[src/verilog/dmm_params.svh]
// Constants shared by both ends of the analog control link
`ifndef DMM_PARAMS_SVH
`define DMM_PARAMS_SVH
`define REG_BITS 8
`define NUM_REGS 5
`define CHAIN_BITS 40
`define FAST_CHAIN_BITS 16
`define PHASE_LSB 0
`define PHASE_MSB 2
`define GAIN_BIT 3
`define FAST_BIT 4
`define SIG_LSB 5
`define SIG_MSB 6
`define COM_BIT 7
`define RANGE_LSB 0
`define RANGE_MSB 2
`define FUNC_LSB 3
`define FUNC_MSB 5
`define FOUR_WIRE_BIT 6
`define PH_REF 3'h1
`define PH_SIG 3'h2
`define PH_ZERO 3'h3
`define PH_OHMS_REF_HI 3'h4
`define PH_OHMS_REF_LO 3'h5
`define PH_OHMS_SENSE_HI 3'h6
`define PH_OHMS_SENSE_LO 3'h7
`define FUNC_RTD 3'h5
`define FUNC_TC 3'h6
`define RANGE_LOWEST 3'h0
`define RANGE_SECOND 3'h1
`define SW_REF 0
`define SW_SIG_MAIN 1
`define SW_SIG_ALT1 2
`define SW_SIG_ALT2 3
`define SW_COM0 4
`define SW_COM1 5
`define SW_OHMS_REF_HI 6
`define SW_SENSE_LO 7
`define SW_PRECHARGE 8
`define SW_FRONT_REAR 9
`define NUM_SW 10
`define RTD_UP_COUNT 24'h0F_0000
`define RTD_DOWN_COUNT 24'h01_8000
`define SYS_CLK_KHZ 100000
`define FAST_CLK_KHZ 3840
`define FAST_HALF_CYCLES (`SYS_CLK_KHZ / (2 * `FAST_CLK_KHZ))
`define PRECHARGE_NS 2000
`define PRECHARGE_CYCLES ((`PRECHARGE_NS * `SYS_CLK_KHZ) / 1000000)
`define SHIFT_HALF_NS 60
`define SHIFT_HALF_CYCLES ((`SHIFT_HALF_NS * `SYS_CLK_KHZ) / 1000000)
`define STROBE_NS 100
`define STROBE_CYCLES ((`STROBE_NS * `SYS_CLK_KHZ) / 1000000)
`define SETTLE_US 100
`define SETTLE_CYCLES ((`SETTLE_US * `SYS_CLK_KHZ) / 1000)
`define BALANCE_US 1000
`define BALANCE_CYCLES ((`BALANCE_US * `SYS_CLK_KHZ) / 1000)
`define LINK_MARGIN_CYCLES 12
`endif

[src/verilog/dmm_pkg.sv]
// Types shared by both ends of the analog control link
package dmm_pkg;
  typedef enum logic [1:0] {CONV_IDLE, CONV_BALANCE, CONV_FINAL} conv_state_type;
  typedef enum logic [2:0] {H_IDLE, H_SHIFT, H_STROBE, H_SETTLE, H_BALANCE, H_FINAL} host_state_type;
endpackage : dmm_pkg

[src/verilog/dmm_link_if.sv]
// Isolated link between the processor end and the analog control end
interface dmm_link_if;
  logic shift_clk;
  logic shift_data;
  logic strobe;
  logic input_enable;
  logic cb_toggle;
  logic fs_gate;
  logic fs_comp;
  modport processor (output shift_clk, shift_data, strobe, input_enable, input cb_toggle, fs_gate, fs_comp);
  modport analog (input shift_clk, shift_data, strobe, input_enable, output cb_toggle, fs_gate, fs_comp);
endinterface : dmm_link_if

[src/verilog/dmm_analog_end.sv]
// Analog end: shift-store chain, multiplexer phases and converter sequencing
// Notes on behaviour
// - Reference phase selects the reference switch
// - Signal phase turns on exactly one signal switch
// - Zero phase selects one common switch
// - Ohms reference high uses only its switch
// - Ohms ref low and sense high use main
// - Ohms sense low uses the sense-low switch
// - Precharge path briefly precedes the main switch
// - Front/rear detector never joins any phase
// - Each phase integration delivers its count result
// - Gain bit selects unity or ten feedback
// - Charge balance starts only on input enable
// - Processor waits settling delay before enabling input
// - All charge-balance pulses are counted
// - Final slope turns charge-balance feedback off
// - Final slope counts comparator gated fast clock
// - Counting stops when the comparator falls
// - All controls come from the shift-store chain, except range and four-wire under RTD and thermocouple
// - Bits shift serially with separate clock line
// - Strobe moves all registers to outputs together; in fast mode it moves only the main and option registers
// - Fast mode skips the three middle registers
// - RTD uses four-wire, autoranges lowest two ranges
// - Thermocouple fixes the lowest voltage range
`include "dmm_params.svh"
module dmm_analog_end #(
  parameter int COUNT_BITS = 24
) (
  input  wire logic                      clock,
  input  wire logic                      arst_n,
  dmm_link_if.analog                     link,
  input  wire logic                      duty_cycle_comparator,
  input  wire logic                      final_slope_comparator,
  output logic [`NUM_SW-1:0]             mux_switch,
  output logic                           gain_x10,
  output logic                           charge_balance_feedback_switch,
  output logic                           final_slope_feedback_switch,
  output logic [`RANGE_MSB-`RANGE_LSB:0] range_select,
  output logic                           four_wire,
  output logic [2*`REG_BITS-1:0]         relay_controls,
  output logic [`REG_BITS-1:0]           option_controls,
  output dmm_pkg::conv_state_type        conv_state,
  output logic                           phase_done,
  output logic [COUNT_BITS-1:0]          cb_count,
  output logic [COUNT_BITS-1:0]          fs_count
);
  import dmm_pkg::*;
  localparam int OPT_LSB = `CHAIN_BITS - `REG_BITS;
  localparam int RB = `REG_BITS;

  // Every link pin and comparator crosses isolation, so all pass two flops
  logic [5:0] sync_meta;
  logic [5:0] sync_q;
  logic [5:0] sync_d;
  logic       sclk_rise;
  logic       sdata;
  logic       strobe_rise;
  logic       ie;
  logic       ie_rise;
  logic       dc_rise;
  logic       fs;

  always_ff @(posedge clock or negedge arst_n) begin
    if (!arst_n) begin
      sync_meta <= '0;
      sync_q    <= '0;
      sync_d    <= '0;
    end else begin
      sync_meta <= {final_slope_comparator, duty_cycle_comparator, link.input_enable,
                    link.strobe, link.shift_data, link.shift_clk};
      sync_q    <= sync_meta;
      sync_d    <= sync_q;
    end
  end

  assign sclk_rise   = sync_q[0] & ~sync_d[0];
  assign sdata       = sync_q[1];
  assign strobe_rise = sync_q[2] & ~sync_d[2];
  assign ie          = sync_q[3];
  assign ie_rise     = sync_q[3] & ~sync_d[3];
  assign dc_rise     = sync_q[4] & ~sync_d[4];
  assign fs          = sync_q[5];

  // Shift-store chain: main register low, option register high
  logic [`CHAIN_BITS-1:0] chain;
  logic [`CHAIN_BITS-1:0] next_chain;
  logic [`CHAIN_BITS-1:0] held;
  logic [`CHAIN_BITS-1:0] next_held;
  logic                   fast_mode;

  assign fast_mode = held[`FAST_BIT];

  always_comb begin
    next_chain = chain;
    next_held  = held;
    if (sclk_rise) begin
      if (fast_mode) begin
        next_chain[RB-1:0]                = {chain[RB-2:0], sdata};
        next_chain[`CHAIN_BITS-1:OPT_LSB] = {chain[`CHAIN_BITS-2:OPT_LSB], chain[RB-1]};
      end else begin
        next_chain = {chain[`CHAIN_BITS-2:0], sdata};
      end
    end
    // Outputs move only on the strobe, never while bits are shifting
    if (strobe_rise) begin
      if (fast_mode) begin
        next_held[RB-1:0]                = chain[RB-1:0];
        next_held[`CHAIN_BITS-1:OPT_LSB] = chain[`CHAIN_BITS-1:OPT_LSB];
      end else begin
        next_held = chain;
      end
    end
  end

  always_ff @(posedge clock or negedge arst_n) begin
    if (!arst_n) begin
      chain <= '0;
      held  <= '0;
    end else begin
      chain <= next_chain;
      held  <= next_held;
    end
  end

  // Decode of the held main and function registers
  logic [2:0] phase;
  logic [1:0] sig_sel;
  logic [2:0] func;
  logic       uses_main;
  logic [7:0] pre_count;
  logic [7:0] next_pre_count;

  assign phase     = held[`PHASE_MSB:`PHASE_LSB];
  assign sig_sel   = held[`SIG_MSB:`SIG_LSB];
  assign func      = held[RB+`FUNC_MSB:RB+`FUNC_LSB];
  assign uses_main = (phase == `PH_SIG && sig_sel == 2'h0) || phase == `PH_OHMS_REF_LO
                     || phase == `PH_OHMS_SENSE_HI;

  // Restarted on every strobe so each main-switch phase gets its own precharge
  always_comb begin
    if (strobe_rise) begin
      next_pre_count = 8'(`PRECHARGE_CYCLES);
    end else if (pre_count != 8'h00) begin
      next_pre_count = pre_count - 8'h01;
    end else begin
      next_pre_count = pre_count;
    end
  end

  logic [`NUM_SW-1:0]             next_sw;
  logic [`RANGE_MSB-`RANGE_LSB:0] next_range;
  logic                           next_four_wire;
  logic [`RANGE_MSB-`RANGE_LSB:0] rtd_range;
  logic [`RANGE_MSB-`RANGE_LSB:0] next_rtd_range;

  always_comb begin
    next_sw = '0;
    case (phase)
      `PH_REF: begin
        next_sw[`SW_REF] = 1'b1;
      end
      `PH_SIG: begin
        case (sig_sel)
          2'h0:    next_sw[`SW_SIG_MAIN] = 1'b1;
          2'h1:    next_sw[`SW_SIG_ALT1] = 1'b1;
          default: next_sw[`SW_SIG_ALT2] = 1'b1;
        endcase
      end
      `PH_ZERO: begin
        next_sw[held[`COM_BIT] ? `SW_COM1 : `SW_COM0] = 1'b1;
      end
      `PH_OHMS_REF_HI: begin
        next_sw[`SW_OHMS_REF_HI] = 1'b1;
      end
      `PH_OHMS_REF_LO, `PH_OHMS_SENSE_HI: begin
        next_sw[`SW_SIG_MAIN] = 1'b1;
      end
      `PH_OHMS_SENSE_LO: begin
        next_sw[`SW_SENSE_LO] = 1'b1;
      end
      default: next_sw = '0;
    endcase
    if (uses_main && pre_count != 8'h00) begin
      next_sw[`SW_SIG_MAIN]  = 1'b0;
      next_sw[`SW_PRECHARGE] = 1'b1;
    end
    next_sw[`SW_FRONT_REAR] = 1'b0;
    if (func == `FUNC_TC) begin
      next_range     = `RANGE_LOWEST;
      next_four_wire = 1'b0;
    end else if (func == `FUNC_RTD) begin
      next_range     = rtd_range;
      next_four_wire = 1'b1;
    end else begin
      next_range     = held[RB+`RANGE_MSB:RB+`RANGE_LSB];
      next_four_wire = held[RB+`FOUR_WIRE_BIT];
    end
  end

  // Converter sequencing and fast count clock
  conv_state_type          next_conv_state;
  logic [4:0]              div;
  logic [4:0]              next_div;
  logic                    fast_clk;
  logic                    next_fast_clk;
  logic                    cb_tog;
  logic                    next_cb_tog;
  logic [COUNT_BITS-1:0]   next_cb_count;
  logic [COUNT_BITS-1:0]   next_fs_count;
  logic                    next_done;
  logic                    fs_gate;
  logic                    fs_comp;

  always_comb begin
    next_div        = (div == 5'(`FAST_HALF_CYCLES - 1)) ? 5'h00 : div + 5'h01;
    next_fast_clk   = (div == 5'(`FAST_HALF_CYCLES - 1)) ? ~fast_clk : fast_clk;
    next_conv_state = conv_state;
    next_cb_count   = cb_count;
    next_fs_count   = fs_count;
    next_cb_tog     = cb_tog;
    next_done       = 1'b0;
    next_rtd_range  = rtd_range;
    case (conv_state)
      CONV_IDLE: begin
        if (ie_rise) begin
          next_conv_state = CONV_BALANCE;
          next_cb_count   = '0;
          next_fs_count   = '0;
        end
      end
      CONV_BALANCE: begin
        if (dc_rise) begin
          next_cb_count = cb_count + 1'b1;
          next_cb_tog   = ~cb_tog;
        end
        if (!ie) begin
          next_conv_state = CONV_FINAL;
        end
      end
      CONV_FINAL: begin
        if (fs && next_fast_clk && !fs_gate) begin
          next_fs_count = fs_count + 1'b1;
        end
        if (!fs) begin
          next_conv_state = CONV_IDLE;
          next_done       = 1'b1;
          // Autorange decided from the sense-high count of an RTD cycle
          if (func == `FUNC_RTD && phase == `PH_OHMS_SENSE_HI) begin
            if (cb_count > COUNT_BITS'(`RTD_UP_COUNT)) begin
              next_rtd_range = `RANGE_SECOND;
            end else if (cb_count < COUNT_BITS'(`RTD_DOWN_COUNT)) begin
              next_rtd_range = `RANGE_LOWEST;
            end
          end
        end
      end
      default: next_conv_state = CONV_IDLE;
    endcase
  end

  always_ff @(posedge clock or negedge arst_n) begin
    if (!arst_n) begin
      pre_count                      <= '0;
      mux_switch                     <= '0;
      gain_x10                       <= 1'b0;
      range_select                   <= '0;
      four_wire                      <= 1'b0;
      relay_controls                 <= '0;
      option_controls                <= '0;
      rtd_range                      <= `RANGE_LOWEST;
      conv_state                     <= CONV_IDLE;
      div                            <= '0;
      fast_clk                       <= 1'b0;
      cb_tog                         <= 1'b0;
      cb_count                       <= '0;
      fs_count                       <= '0;
      phase_done                     <= 1'b0;
      charge_balance_feedback_switch <= 1'b0;
      final_slope_feedback_switch    <= 1'b0;
      fs_gate                        <= 1'b0;
      fs_comp                        <= 1'b0;
    end else begin
      pre_count                      <= next_pre_count;
      mux_switch                     <= next_sw;
      gain_x10                       <= held[`GAIN_BIT];
      range_select                   <= next_range;
      four_wire                      <= next_four_wire;
      relay_controls                 <= held[3*RB-1+RB:2*RB];
      option_controls                <= held[`CHAIN_BITS-1:OPT_LSB];
      rtd_range                      <= next_rtd_range;
      conv_state                     <= next_conv_state;
      div                            <= next_div;
      fast_clk                       <= next_fast_clk;
      cb_tog                         <= next_cb_tog;
      cb_count                       <= next_cb_count;
      fs_count                       <= next_fs_count;
      phase_done                     <= next_done;
      charge_balance_feedback_switch <= (next_conv_state == CONV_BALANCE);
      final_slope_feedback_switch    <= (next_conv_state == CONV_FINAL);
      // Gate stays low on the entry cycle so every rise the far end sees is one local count
      fs_gate                        <= (conv_state == CONV_FINAL) && fs && next_fast_clk;
      fs_comp                        <= (next_conv_state == CONV_FINAL) && fs;
    end
  end

  assign link.cb_toggle = cb_tog;
  assign link.fs_gate   = fs_gate;
  assign link.fs_comp   = fs_comp;
endmodule : dmm_analog_end

[src/flat_wrapper.sv]
// flat-port wrapper written by rule: the top's interface ports become plain ports
module dmm_analog_end_flat import dmm_pkg::*;
#(
  parameter int COUNT_BITS = 24
)
  (clock, arst_n, duty_cycle_comparator, final_slope_comparator, mux_switch, gain_x10, charge_balance_feedback_switch, final_slope_feedback_switch, range_select, four_wire, relay_controls, option_controls, conv_state, phase_done, cb_count, fs_count, link_shift_clk, link_shift_data, link_strobe, link_input_enable, link_cb_toggle, link_fs_gate, link_fs_comp);
  dmm_link_if link_i ();
  input  wire logic clock;
  input  wire logic arst_n;
  input  wire logic duty_cycle_comparator;
  input  wire logic final_slope_comparator;
  output logic [`NUM_SW-1:0] mux_switch;
  output logic gain_x10;
  output logic charge_balance_feedback_switch;
  output logic final_slope_feedback_switch;
  output logic [`RANGE_MSB-`RANGE_LSB:0] range_select;
  output logic four_wire;
  output logic [2*`REG_BITS-1:0] relay_controls;
  output logic [`REG_BITS-1:0] option_controls;
  output dmm_pkg::conv_state_type conv_state;
  output logic phase_done;
  output logic [COUNT_BITS-1:0] cb_count;
  output logic [COUNT_BITS-1:0] fs_count;
  input wire logic [$bits(link_i.shift_clk)-1:0] link_shift_clk;
  input wire logic [$bits(link_i.shift_data)-1:0] link_shift_data;
  input wire logic [$bits(link_i.strobe)-1:0] link_strobe;
  input wire logic [$bits(link_i.input_enable)-1:0] link_input_enable;
  output wire logic [$bits(link_i.cb_toggle)-1:0] link_cb_toggle;
  output wire logic [$bits(link_i.fs_gate)-1:0] link_fs_gate;
  output wire logic [$bits(link_i.fs_comp)-1:0] link_fs_comp;
  assign link_i.shift_clk = link_shift_clk;
  assign link_i.shift_data = link_shift_data;
  assign link_i.strobe = link_strobe;
  assign link_i.input_enable = link_input_enable;
  assign link_cb_toggle = link_i.cb_toggle;
  assign link_fs_gate = link_i.fs_gate;
  assign link_fs_comp = link_i.fs_comp;
  dmm_analog_end #(.COUNT_BITS(COUNT_BITS)) u_core (.clock(clock), .arst_n(arst_n), .link(link_i), .duty_cycle_comparator(duty_cycle_comparator), .final_slope_comparator(final_slope_comparator), .mux_switch(mux_switch), .gain_x10(gain_x10), .charge_balance_feedback_switch(charge_balance_feedback_switch), .final_slope_feedback_switch(final_slope_feedback_switch), .range_select(range_select), .four_wire(four_wire), .relay_controls(relay_controls), .option_controls(option_controls), .conv_state(conv_state), .phase_done(phase_done), .cb_count(cb_count), .fs_count(fs_count));
endmodule
[config.mk]
export PLATFORM = sky130hd
export DESIGN_NAME = dmm_analog_end_flat
export DESIGN_NICKNAME = d
export VERILOG_FILES = /design/src/verilog/dmm_pkg.sv /design/src/verilog/dmm_link_if.sv /design/src/verilog/dmm_analog_end.sv /design/src/flat_wrapper.sv
export VERILOG_INCLUDE_DIRS = /design/src /design/src/verilog
export SDC_FILE = /design/constraint.sdc
export NUM_CORES = 1
export LEC_CHECK = 0
export ABC_AREA = 0
export BUFFER_PORTS_ARGS = -buffer_cell sky130_fd_sc_hd__buf_4
export CORE_MARGIN = 2
export CORE_UTILIZATION = 35
export CTS_CLUSTER_DIAMETER = 200
export DETAILED_ROUTE_END_ITERATION = 8
export GPL_ROUTABILITY_DRIVEN = 0
export HOLD_SLACK_MARGIN = 0.12
export PLACE_DENSITY = 0.57
export SYNTH_ARGS = -nofsm -noshare
export SYNTH_HDL_FRONTEND = slang
export SYNTH_SLANG_ARGS = --single-unit
[constraint.sdc]
create_clock -name clock -period 3.4 [get_ports clock]
set_clock_uncertainty 0.1 [all_clocks]
set_input_delay 0.34 -clock clock [delete_from_list [all_inputs] [get_ports clock]]
set_output_delay 0.34 -clock clock [all_outputs]
set_load 0.005 [all_outputs]
## Yosys cells after proc, flatten, opt, wreduce, memory -nomap -nowiden

Cells that the tools add are included.

- Output and inout port bits: 95
- Logic and storage cells: 128
- Input port bits: 8
- Register bits: 208

- Add/subtract/negate cells: 4
- Magnitude comparators: 4
- Reduce and logical (&&, ||, !) cells: 27
- Equality and inequality tests: 18
- Mux-type cells: 37
- Bitwise logic cells: 12

Operators with widths:

| kind | number |
|---|---|
| one-hot mux 24 bit (2 select lines) | 2 |
| two-way mux 24 bit | 3 |
| adder 24 x 1 -> 24 bit, second input constant | 2 |
| greater-or-equal comparator 32 x 1 -> 1 bit, second input constant | 1 |
| less-than comparator 32 x 6 -> 1 bit, second input constant | 1 |
| greater-than comparator 24 x 20 -> 1 bit, second input constant | 1 |
| less-than comparator 24 x 17 -> 1 bit, second input constant | 1 |
| equality test 3 bit, second input constant | 6 |
| two-way mux 8 bit | 2 |
| two-way mux 1 bit | 14 |
| two-way mux 3 bit | 4 |
| logical AND 1 bit | 9 |
| two-way mux 2 bit | 4 |
| NOT 1 bit | 8 |
| nonzero test 2 bit | 4 |
| nonzero test 8 bit | 1 |
| subtractor 8 x 1 -> 8 bit, second input constant | 1 |
| equality test 2 x 1 -> 1 bit, second input constant | 3 |
| equality test 3 x 2 -> 1 bit, second input constant | 2 |
| inequality test 2 x 1 -> 1 bit, second input constant | 3 |
| one-hot mux 1 bit (2 select lines) | 3 |
| one-hot mux 2 bit (3 select lines) | 1 |
| AND reduction 2 bit | 3 |
| AND reduction 3 bit | 2 |
| 14 further kinds | 21 |

## Logic depth before layout (Yosys ltp)

Gate-level depths: netlist (run 1).

- Depth after elaboration: 7
- Mapped depth: 8
- Mapped depth without buffers: 7

## Worst setup path before layout (run 1)

OpenSTA, ideal clock, no wires.

- Kind: register to register
- Start: reg u_core.div[0]
- End: reg u_core.fs_count[6]
- Data arrival time: 1.713 ns
- Period minus slack after synthesis: 1.931 ns
- Library setup time: 0.118 ns
- Path buffers: 2
- Stages on the path, launching flop included: 9
- Path slack: 1.469 ns
- Data required time: 3.182 ns
- Cell sequence: dfrtp_1 inv_1 ha_1 nand4b_1 xor2_1 clkbuf_1 clkbuf_1 a211oi_1 a21o_1

- Longest elaborated chain between the ends: 6

RTL lines:

| element | RTL line | source |
|---|---|---|
| start: declaration | dmm_analog_end.sv:202 | `logic [4:0] div;` |
| start signal: assignment | dmm_analog_end.sv:292 | `div <= next_div;` |
| equality test 5 x 4 -> 1 bit | dmm_analog_end.sv:216 | `` next_fast_clk = (div == 5'(`FAST_HALF_CYCLES - 1)) ? ~fast_clk : fast_clk; `` |
| two-way mux 1 bit | dmm_analog_end.sv:216 |  |
| logical AND 1 bit (2 in series) | dmm_analog_end.sv:241 | `if (fs && next_fast_clk && !fs_gate) begin` |
| inequality test 2 x 1 -> 1 bit (no line) | - |  |
| AND reduction 3 bit (no line) | - |  |
| end signal: assignment | dmm_analog_end.sv:296 | `fs_count <= next_fs_count;` |
| end: declaration | dmm_analog_end.sv:45 | `output logic [COUNT_BITS-1:0] fs_count` |

No other way between the ends.
A chain may end at the register's enable or synchronous reset.

## Worst setup path after layout (run 1)

- Start: reg u_core.div[0]
- End: reg u_core.fs_count[14]

- Longest elaborated chain between the ends: 6

RTL lines:

| element | RTL line | source |
|---|---|---|
| equality test 5 x 4 -> 1 bit | dmm_analog_end.sv:216 |  |
| two-way mux 1 bit | dmm_analog_end.sv:216 |  |
| named net u_core.next_fast_clk | dmm_analog_end.sv:205 | `logic next_fast_clk;` |
| logical AND 1 bit (2 in series) | dmm_analog_end.sv:241 |  |
| inequality test 2 x 1 -> 1 bit (no line) | - |  |
| AND reduction 3 bit (no line) | - |  |

The timed path passes the listed nets, and every way through them passes these cells.

==> results.sh, run 1 <==
export IMPL_cts_buffers=23
export IMPL_outcome="finished, final reports clean"
export IMPL_coreArea_mm2=0.0235
export IMPL_ir_drop_v=0.000408
export IMPL_worstMarginPinSlew_ps=678
export IMPL_max_cap_violations=0
export IMPL_finalNonFillerCells=1141
export IMPL_post_route_min_period_ps=2260
export IMPL_whs_ps=246
export IMPL_synth_edf_count=0
export IMPL_finalSetupTns_ps=0
export IMPL_dp_final_hpwl_mm=11.3
export IMPL_critPathCaptureType="flip-flop"
export IMPL_ys_warn_count=0
export IMPL_grt_pass1_wl_mm=28.8
export IMPL_synth_area_top_cells="dfrtp_1, mux2_2, nand2_1, mux2i_1, nand2b_1"
export IMPL_fmax_mhz=442
export IMPL_htree_levels=1
export IMPL_track_usage=0.143
export IMPL_grt_max_degree=79
export IMPL_p_leak_nw=4.89
export IMPL_dieWidth_um=158
export IMPL_slew_headroom=0.548
export IMPL_fill_cells=2195
export IMPL_cts_clk_slew_worst_paths_ps=60
export IMPL_postSynthCellCount=693
export IMPL_crit_arrival_ps=2550
export IMPL_startpoint_type="flip-flop"
export IMPL_num_vias=5564
export IMPL_multiInputGateArea_mm2=0.00304
export IMPL_yosysMostFrequentCell="dfrtp_1"
export IMPL_crit_type="reg2reg"
export IMPL_drtIter0Drc=320
export IMPL_reg2reg_slack_ps=1140
export IMPL_netlist_top_cells_count="dfrtp_1, nand2_1, mux2_2"
export IMPL_syn_avg_cell_area_um2=12.0
export IMPL_ff_latch_area_mm2=0.00510
export IMPL_antenna_found_initial=0
export IMPL_synth_flop_cell="dfrtp_1"
export IMPL_rsz0062_at_grt="false"
export IMPL_ios=103
export IMPL_cts_tree="yes"
export IMPL_viasPerCell=4.88
export IMPL_crit_chain="inv_1 -> ha_1 -> nand4b_1 -> xor2_1 -> buf_4 -> clkinv_1 -> o2111a_1 -> a211o_1"
export IMPL_synth_distinct_cells=60
export IMPL_gr_total_overflow=0
export IMPL_dp_cells=1092
export IMPL_max_stage_delay_ps=390
export IMPL_cts_root_buf="clkbuf_16"
export IMPL_yosysTopAreaCell="dfrtp_1"
export IMPL_ant_nets=0
export IMPL_final_layout_size_suffix_gt1_frac=0.268
export IMPL_die_height_um=158
export IMPL_cts_buffer_depth=3
export IMPL_post_route_drc_count=0
export IMPL_cp_max_fo=30
export IMPL_hold_class="reg2reg"
export IMPL_synth_area_mm2=0.00835
export IMPL_yosysSeqAreaShare=0.611
export IMPL_cts_sinks=204
export IMPL_dieArea_mm2=0.0251
export IMPL_placed_area_mm2=0.00948
export IMPL_start_util=0.356
export IMPL_synth_fp_nets=707
export IMPL_row_count=56
export IMPL_cpMaxStageDelayCell="dfrtp_1"
export IMPL_wire_per_inst_um=15.4
export IMPL_clk_latency_ps=500
export IMPL_hold_viol_final=0
export IMPL_io_buffers=101
export IMPL_ys_ff_latch=204
export IMPL_diodes=0
export IMPL_postLayoutCoreUtil=0.440
export IMPL_routed_wl_mm=17.6
export IMPL_fin_nets=819
export IMPL_finalInstanceArea_mm2=0.0103
export IMPL_yosys_area_top_type_share=0.611
export IMPL_grt_pass1_vias=5387
export IMPL_timing_final_crit_share=0.665
export IMPL_synthArstFlopShare=1.00
export IMPL_slew_viol_final=0
export IMPL_syn2layout_area_growth_pct=23.8
export IMPL_ctsResizeCount=0
export IMPL_setup_viol=0
export IMPL_drt_pass1_iter_count=4
export IMPL_worst_ep_required_time_ps=3690
export IMPL_power_density_mw_per_mm2=612
## path summary, 6_finish.rpt
kind | startpoint | to | cells after the start
hold / removal | u_core.sync_meta[2] | u_core.sync_q[2] | 0
max in group asynchronous | arst_n | u_core.chain[10] | 3
setup reg to reg | u_core.div[0] | u_core.fs_count[14] | 8
hold reg to reg | u_core.sync_meta[2] | u_core.sync_q[2] | 0
min in group asynchronous | arst_n | u_core.charge_balance_feedback_switch | 2
setup / recovery | u_core.div[0] | u_core.fs_count[14] | 8
## flip-flops by register name, summed over array words and instances (netlist names), 5 cells and up
signal and flops:
u_core.div 5, u_core.sync_meta 6, u_core.pre_count 8, u_core.fs_count 24
u_core.option_controls 8, u_core.chain 40, u_core.mux_switch 9, u_core.cb_count 24
u_core.sync_q 6, u_core.relay_controls 16, u_core.held 39
## final cells by class
class,count,share of cell area
flip-flops and latches,204,0.494
clock inverters,10,0.0127
well taps,319,0.0386
inverters,18,0.00654
multi-input cells,439,0.294
clock buffers,32,0.0628
repair buffers,119,0.0912
## critical path: cells and delay by family, from the launching register on
kind                     cells  cell delay (ps)
XOR/XNOR                     1              150
buffers and inverters        3              700
AND/OR/NAND/NOR              1              140
flip-flops                   1              390
adder cells (fa/ha/maj)      1              180
AO/OA/AOI/OAI                2              480
## per-stage QoR
| stage | setup slack (ps) | total power [mW] |
|---|---|---|
| 2_1_floorplan | 1470 | 3.49 |
| 3_3_place_gp | 1200 | 3.84 |
| 3_5_place_dp | 1160 | 3.85 |
| 4_1_cts | 1140 | 6.44 |
| 5_1_grt | 972 | 6.68 |
| 6_report | 1140 | 6.33 |
## cell families (layout without fill, tap and decap cells)
kind of cell / after synthesis / in the layout / share of synthesized area
adders and majority gates: 6 / 6 / 0.00899
AOI/OAI and AO/OA: 86 / 86 / 0.0703
other: 1 / 1 / 0.000449
buffers and inverters: 50 / 179 / 0.0252
muxes: 80 / 80 / 0.105
xor gates and xnor gates: 15 / 15 / 0.0157
DFF: 204 / 204 / 0.611
and+or+nand+nor: 251 / 251 / 0.163
## power breakdown
| group | total, mW | switching (mW) | internal [mW] | leakage (nW) |
|---|---|---|---|---|
| clock | 2.53 | 0.973 | 1.56 | 0.385 |
| sequential | 3.03 | 0.259 | 2.77 | 2.69 |
| combinational | 0.762 | 0.348 | 0.414 | 1.81 |
| total | 6.33 | 1.58 | 4.75 | 4.89 |
## timing repair
action	4_1_cts	5_1_grt
endpoints found under the hold margin	82	0
setup buffers	0	0
hold buffers	7	0
## layout by cell type, fill, tap and decap left out, types with 7 or more instances in the layout
cell type	instances
a21oi_1	21
nand2b_1	18
nor2_1	21
or3_1	7
buf_4	109
xor2_1	9
mux2_2	61
and4_1	7
mux2i_1	19
inv_1	17
nand4_1	11
nand3_1	22
o31ai_1	9
dlygate4sd3_1	7
nor4_1	18
nand2_1	87
o21ai_0	19
or4_1	10
o211ai_1	7
clkbuf_16	23
and2_1	8
dfrtp_1	204
## layer usage
metal,up-vias,part of all wire,GRT usage
met1,2723,0.46,0.202
met2,125,0.47,0.228
li1,2694,-,-
met5,-,0,0
met3,22,0.054,0.0286
met4,0,0.016,0.0339
Power figures use the tool's default switching activity.
==> inputs of run 2 (changes only) <==
ABC_AREA = 1   (was 0)
PLACE_DENSITY = 0.58   (was 0.57)
clock period = 1.97 ns   (was 3.4 ns; I/O delays follow)
==> run 2 against run 1 <==
  * Sequential cell count is the same
  * Via count up 19%
  * Routed wire length grew 6.7%
==> results.sh, run 2 <==
export IMPL_io_buffers=101
export IMPL_fill_cells=2372
export IMPL_ff_latch_area_mm2=0.00510
export IMPL_start_util=0.355
export IMPL_track_usage=0.148
export IMPL_cts_sinks=204
export IMPL_fin_nets=1125
export IMPL_post_route_min_period_ps=1780
export IMPL_top_register="u_core.chain"
export IMPL_synth_adder_area_share=0.00875
export IMPL_synth_edf_count=0
export IMPL_finalSetupTns_ps=0
export IMPL_max_stage_delay_ps=400
export IMPL_synth_area_mux_share=0.00131
export IMPL_timing_final_crit_share=0.902
export IMPL_multiInputGateArea_mm2=0.00288
export IMPL_final_common_cell="nand2_1"
export IMPL_postSynthCellCount=974
export IMPL_dp_final_hpwl_mm=13.2
export IMPL_dieArea_mm2=0.0258
export IMPL_ios=103
export IMPL_outcome="finished, final reports clean"
export IMPL_crit_top_cell="nand2_1"
export IMPL_ys_ff_latch=204
export IMPL_drtIter0Drc=350
export IMPL_rsz0062_at_grt="false"
export IMPL_worst_ep_required_time_ps=2270
export IMPL_grt_pass1_vias=6429
export IMPL_hold_viol_final=0
export IMPL_cts_tree="yes"
export IMPL_r2r_end="u_core.fs_count[18]"
export IMPL_grt_pass1_wl_mm=31.7
export IMPL_coreArea_mm2=0.0242
export IMPL_pwr_share_seq=0.468
export IMPL_cp_max_fo=20
export IMPL_crit_chain="inv_1 -> ha_1 -> inv_1 -> nor2_2 -> nand2_1 -> nand2_1 -> nand3_4 -> nand2_4 -> buf_12 -> nand3_1 -> nand2_1 -> nor2_1"
export IMPL_pwr_share_clk=0.403
export IMPL_cts_buffers=24
export IMPL_synth_area_mm2=0.00858
export IMPL_drt_pass1_iter_count=4
export IMPL_synth_xor_area_frac=0.00408
export IMPL_num_vias=6598
export IMPL_critPathBufInv=3
export IMPL_largestRegisters="u_core.chain x40, u_core.held x39"
export IMPL_critPathCaptureType="flip-flop"
export IMPL_syn2layout_area_growth_pct=25.5
export IMPL_cpMaxStageDelayCell="dfrtp_1"
export IMPL_htree_levels=1
export IMPL_post_route_drc_count=0
export IMPL_cts_clk_slew_worst_paths_ps=60
export IMPL_fmax_mhz=562
export IMPL_yosys_area_top_type_share=0.595
export IMPL_ir_drop_v=0.000609
export IMPL_synth_simple_area_share=0.234
export IMPL_grt_max_degree=72
export IMPL_ant_nets=0
export IMPL_slew_viol_final=0
export IMPL_syn_avg_cell_area_um2=8.81
export IMPL_crit_family="simple AND/OR/NAND/NOR gates"
export IMPL_gr_total_overflow=0
export IMPL_swShare=0.259
export IMPL_crit_arrival_ps=2070
export IMPL_clk_latency_ps=510
export IMPL_worstRegToRegCells=12
export IMPL_synth_flop_cell="dfrtp_1"
export IMPL_switchingPower_mw=2.94
export IMPL_synth_compound_area_frac=0.0868
export IMPL_dieWidth_um=161
export IMPL_power_density_mw_per_mm2=1050
export IMPL_yosysSeqAreaShare=0.595
export IMPL_antenna_found_initial=2
export IMPL_hold_class="in2reg"
export IMPL_whs_endpoint="u_core.sync_meta[1]"
export IMPL_cts_buffer_depth=3
export IMPL_die_height_um=161
export IMPL_synth_fp_nets=988
export IMPL_row_count=57
export IMPL_combinationalPowerShare=0.129
export IMPL_wire_per_inst_um=12.9
export IMPL_final_layout_size_suffix_gt1_frac=0.173
export IMPL_viasPerCell=4.54
export IMPL_synth_top_family_by_area="simple AND/OR/NAND/NOR gates"
export IMPL_r2r_start="u_core.div[0]"
export IMPL_whs_path_depth=2
export IMPL_internal_power_mw=8.40
export IMPL_startpoint_type="flip-flop"
export IMPL_yosysMostFrequentCell="nand2_1"
export IMPL_synth_area_top_cells="dfrtp_1, nand2_1, o21ai_0, inv_1, nor2_1"
export IMPL_ys_warn_count=0
export IMPL_yosysTopAreaCell="dfrtp_1"
export IMPL_p_leak_nw=5.25
export IMPL_synth_distinct_cells=43
export IMPL_synthArstFlopShare=1.00
export IMPL_largest_reg_flops=40
export IMPL_max_cap_violations=0
export IMPL_netlist_top_cells_count="nand2_1, dfrtp_1, inv_1"
export IMPL_crit_type="reg2reg"
export IMPL_final_cell_mix="nand2_1, dfrtp_1, inv_1"
export IMPL_routed_wl_mm=18.8
export IMPL_reg2reg_slack_ps=190
export IMPL_setup_viol=0
export IMPL_hp_start="link_shift_data"
export IMPL_total_power_mw=11.3
export IMPL_cts_root_buf="clkbuf_16"
==> run 2: layer usage <==
layer | track usage | vias to the layer above | share of wire
met5 | 0 | - | 0
li1 | - | 3381 | -
met2 | 0.245 | 136 | 0.46
met1 | 0.197 | 3047 | 0.46
met4 | 0.0422 | 0 | 0.021
met3 | 0.0325 | 34 | 0.058
==> run 2: worst max-delay path by stage <==
| stage | to | cells after the start | startpoint |
|---|---|---|---|
| 2_1_floorplan | u_core.fs_count[20] | 9 | u_core.div[0] |
| 3_3_place_gp | u_core.cb_count[11] | 7 | u_core.conv_state[1] |
| 3_5_place_dp | u_core.fs_count[18] | 12 | u_core.div[0] |
| 4_1_cts | u_core.fs_count[18] | 12 | u_core.div[0] |
| 5_1_grt | u_core.fs_count[12] | 12 | u_core.div[0] |
| 6_report | u_core.fs_count[18] | 12 | u_core.div[0] |
==> run 2: cell families after synthesis <==
| group | Yosys count |
|---|---|
| AOI/OAI and AO/OA | 138 |
| xor gates and xnor gates | 4 |
| adders and majority gates | 6 |
| buffers and inverters | 149 |
| DFF | 204 |
| muxes | 1 |
| other | 1 |
| and+or+nand+nor | 471 |
==> run 2: cell type report <==
type                       count  area share
timing repair buffer         133      0.0987
multi-input combinational    621       0.267
inverter                     127      0.0443
antenna                        2    0.000465
clock inverter                14      0.0152
tap                          324      0.0376
sequential                   204       0.474
clock buffer                  29      0.0623
==> run 2: power by group through the flow <==
| stage | combinational [mW] | sequential, mW | clock, mW |
|---|---|---|---|
| floorplan | 0.786 | 5.31 | 0 |
| global placement | 1.47 | 5.36 | 0 |
| detailed placement | 1.49 | 5.36 | 0 |
| CTS | 1.52 | 5.31 | 4.74 |
| global route | 1.71 | 5.40 | 4.94 |
| finish | 1.47 | 5.30 | 4.57 |
==> run 2: stage by stage <==
stage	setup slack [ps]	instances	utilization	area, µm²	hold WS, ps
after floorplan	318	974	-	8580	-199
after global placement	199	1401	0.407	9850	65.5
after detailed placement	143	1401	0.407	9850	66.0
after CTS	133	1452	0.445	10800	204
after global routing	33.6	1454	0.445	10800	219
final	192	1454	0.445	10800	232
==> run 2: worst register-to-register path, stage by stage, from the launching register on <==
cell,delay (ps)
dfrtp_1,400
inv_1,90
ha_1,150
inv_1,60
nor2_2,120
nand2_1,80
nand2_1,120
nand3_4,120
nand2_4,100
buf_12,160
nand3_1,80
nand2_1,60
nor2_1,40
==> run 2: what timing repair did <==
action                                  CTS  global route
endpoints found under the hold margin   210             0
gates resized for setup                   0             1
setup buffers                             0             0
hold buffers                              8             0
endpoints found under the setup margin    0             4
==> inputs of run 3 (changes only) <==
CTS_BUF_LIST = sky130_fd_sc_hd__clkbuf_8   (was default)
PLACE_DENSITY = 0.57   (was 0.58)
clock period = 2.3 ns   (was 1.97 ns; I/O delays follow)
==> run 3 against run 2 <==
  * Worst hold slack worse by 100 ps
  * Fmax is 14% lower
  * Via count is 1.7% higher
  * Routed wire length is 2.0% higher
  * Die area stayed put
  * Final area is 1.3% lower
  * Sequential cell count stayed put
  * Critical path depth is 1 lower
  * Cell count is 0.55% higher
  * Non-clock buffer count is 12 lower
  * Clock-buffer cell count is 24 higher
  * Largest cell class unchanged
  * Register-to-register slack better by 50 ps
==> results.sh, run 3 (synthesis gave the netlist of run 2 again) <==
export IMPL_cts_buffer_depth=3
export IMPL_viasPerCell=4.59
export IMPL_cts_clk_slew_worst_paths_ps=60
export IMPL_ios=103
export IMPL_final_cell_mix="nand2_1, dfrtp_1, inv_1"
export IMPL_htree_levels=2
export IMPL_rsz0062_at_grt="false"
export IMPL_dp_final_hpwl_mm=13.1
export IMPL_p_leak_nw=5.21
export IMPL_max_cap_violations=0
export IMPL_num_vias=6713
export IMPL_setup_viol=0
export IMPL_coreArea_mm2=0.0242
export IMPL_cts_tree="yes"
export IMPL_drt_pass1_iter_count=5
export IMPL_gr_total_overflow=0
export IMPL_critPathCaptureType="flip-flop"
export IMPL_power_density_mw_per_mm2=885
export IMPL_cts_root_buf="clkbuf_8"
export IMPL_crit_arrival_ps=2360
export IMPL_drtIter0Drc=301
export IMPL_finalNonFillerCells=1462
export IMPL_outcome="finished, final reports clean"
export IMPL_r2r_end="u_core.fs_count[16]"
export IMPL_cp_max_fo=27
export IMPL_pwr_share_seq=0.484
export IMPL_clk_latency_ps=520
export IMPL_grt_max_degree=58
export IMPL_worst_ep_required_time_ps=2600
export IMPL_hold_class="in2async"
export IMPL_internal_power_mw=6.90
export IMPL_fmax_mhz=486
export IMPL_ant_nets=0
export IMPL_fin_nets=1127
export IMPL_routed_wl_mm=19.2
export IMPL_largestRegisters="u_core.chain x40, u_core.held x39"
export IMPL_die_height_um=161
export IMPL_pwr_share_clk=0.386
export IMPL_total_power_mw=9.40
export IMPL_largest_reg_flops=40
export IMPL_syn2layout_area_growth_pct=23.9
export IMPL_startpoint_type="flip-flop"
export IMPL_grt_pass1_wl_mm=32.3
export IMPL_io_buffers=101
export IMPL_final_common_cell="nand2_1"
export IMPL_worstRegToRegCells=11
export IMPL_dp_cells=1390
export IMPL_slew_viol_final=0
export IMPL_finalSetupTns_ps=0
export IMPL_post_route_min_period_ps=2060
export IMPL_cts_sinks=204
export IMPL_hold_viol_final=0
export IMPL_ir_drop_v=0.000549
export IMPL_start_util=0.355
export IMPL_post_route_drc_count=0
export IMPL_final_layout_size_suffix_gt1_frac=0.175
export IMPL_wire_per_inst_um=13.1
export IMPL_antenna_found_initial=1
export IMPL_crit_type="reg2reg"
export IMPL_grt_pass1_vias=6544
export IMPL_switchingPower_mw=2.51
export IMPL_cts_buffers=38
export IMPL_dieWidth_um=161
export IMPL_reg2reg_slack_ps=240
export IMPL_swShare=0.267
export IMPL_combinationalPowerShare=0.131
export IMPL_dieArea_mm2=0.0258
export IMPL_track_usage=0.153
export IMPL_r2r_start="u_core.div[0]"
export IMPL_row_count=57
export IMPL_top_register="u_core.chain"
export IMPL_timing_final_crit_share=0.894
export IMPL_postCtsSetupRepairBufs=0
-- run 3: worst max-delay path, stage by stage, from the launching register on --
cell and delay [ps]:
dfrtp_1 410, inv_1 90, ha_1 140, inv_1 50, nor2_1 160, nand2_1 100, nand2_1 130, nand3_4 120
nand2_4 280, inv_1 220, nand2_1 100, nand2_1 50
-- run 3: stage by stage --
stage	hold slack (ps)	area, µm²	util	setup WS, ps
detailed placement	145	9750	0.403	250
floorplan	-166	8580	-	648
global placement	150	9750	0.403	335
global route	169	10600	0.439	5.87
CTS	135	10600	0.439	234
finish	132	10600	0.440	244
-- run 3: per-layer routing --
layer,vias up,wire length (µm),global-route usage
li1,3382,-,-
met1,3148,8840,0.204
met2,158,8900,0.244
met3,25,1120,0.0405
met4,0,307,0.0504
met5,-,0,0
-- run 3: layout make-up --
class	count	area [µm²]
antenna	1	2.50
clock buffer	53	729
clock inverter	11	75.1
fill	2422	13500
inverter	127	477
multi-input combinational	621	2880
sequential	204	5100
tap	324	405
timing repair buffer	121	957
-- run 3: how the worst max path moves through the flow --
stage	cells past startpoint	slack (ps)	endpoint	startpoint
3_5_place_dp	11	250	u_core.fs_count[16]	u_core.div[0]
3_3_place_gp	11	330	u_core.fs_count[21]	u_core.div[0]
2_1_floorplan	9	650	u_core.fs_count[20]	u_core.div[0]
6_report	11	240	u_core.fs_count[16]	u_core.div[0]
5_1_grt	11	6	u_core.fs_count[16]	u_core.div[0]
4_1_cts	11	230	u_core.fs_count[16]	u_core.div[0]
-- run 3: power by group through the flow --
stage	clock network [mW]	registers, mW	logic (mW)
after floorplan	0	4.55	0.673
after global placement	0	4.60	1.23
after detailed placement	0	4.61	1.25
after CTS	3.79	4.56	1.27
after global routing	3.95	4.63	1.44
final	3.62	4.55	1.23
-- run 3: repair_timing --
action	4_1_cts	5_1_grt
hold endpoints to repair	210	0
hold buffers	7	0
gates resized for setup	0	0
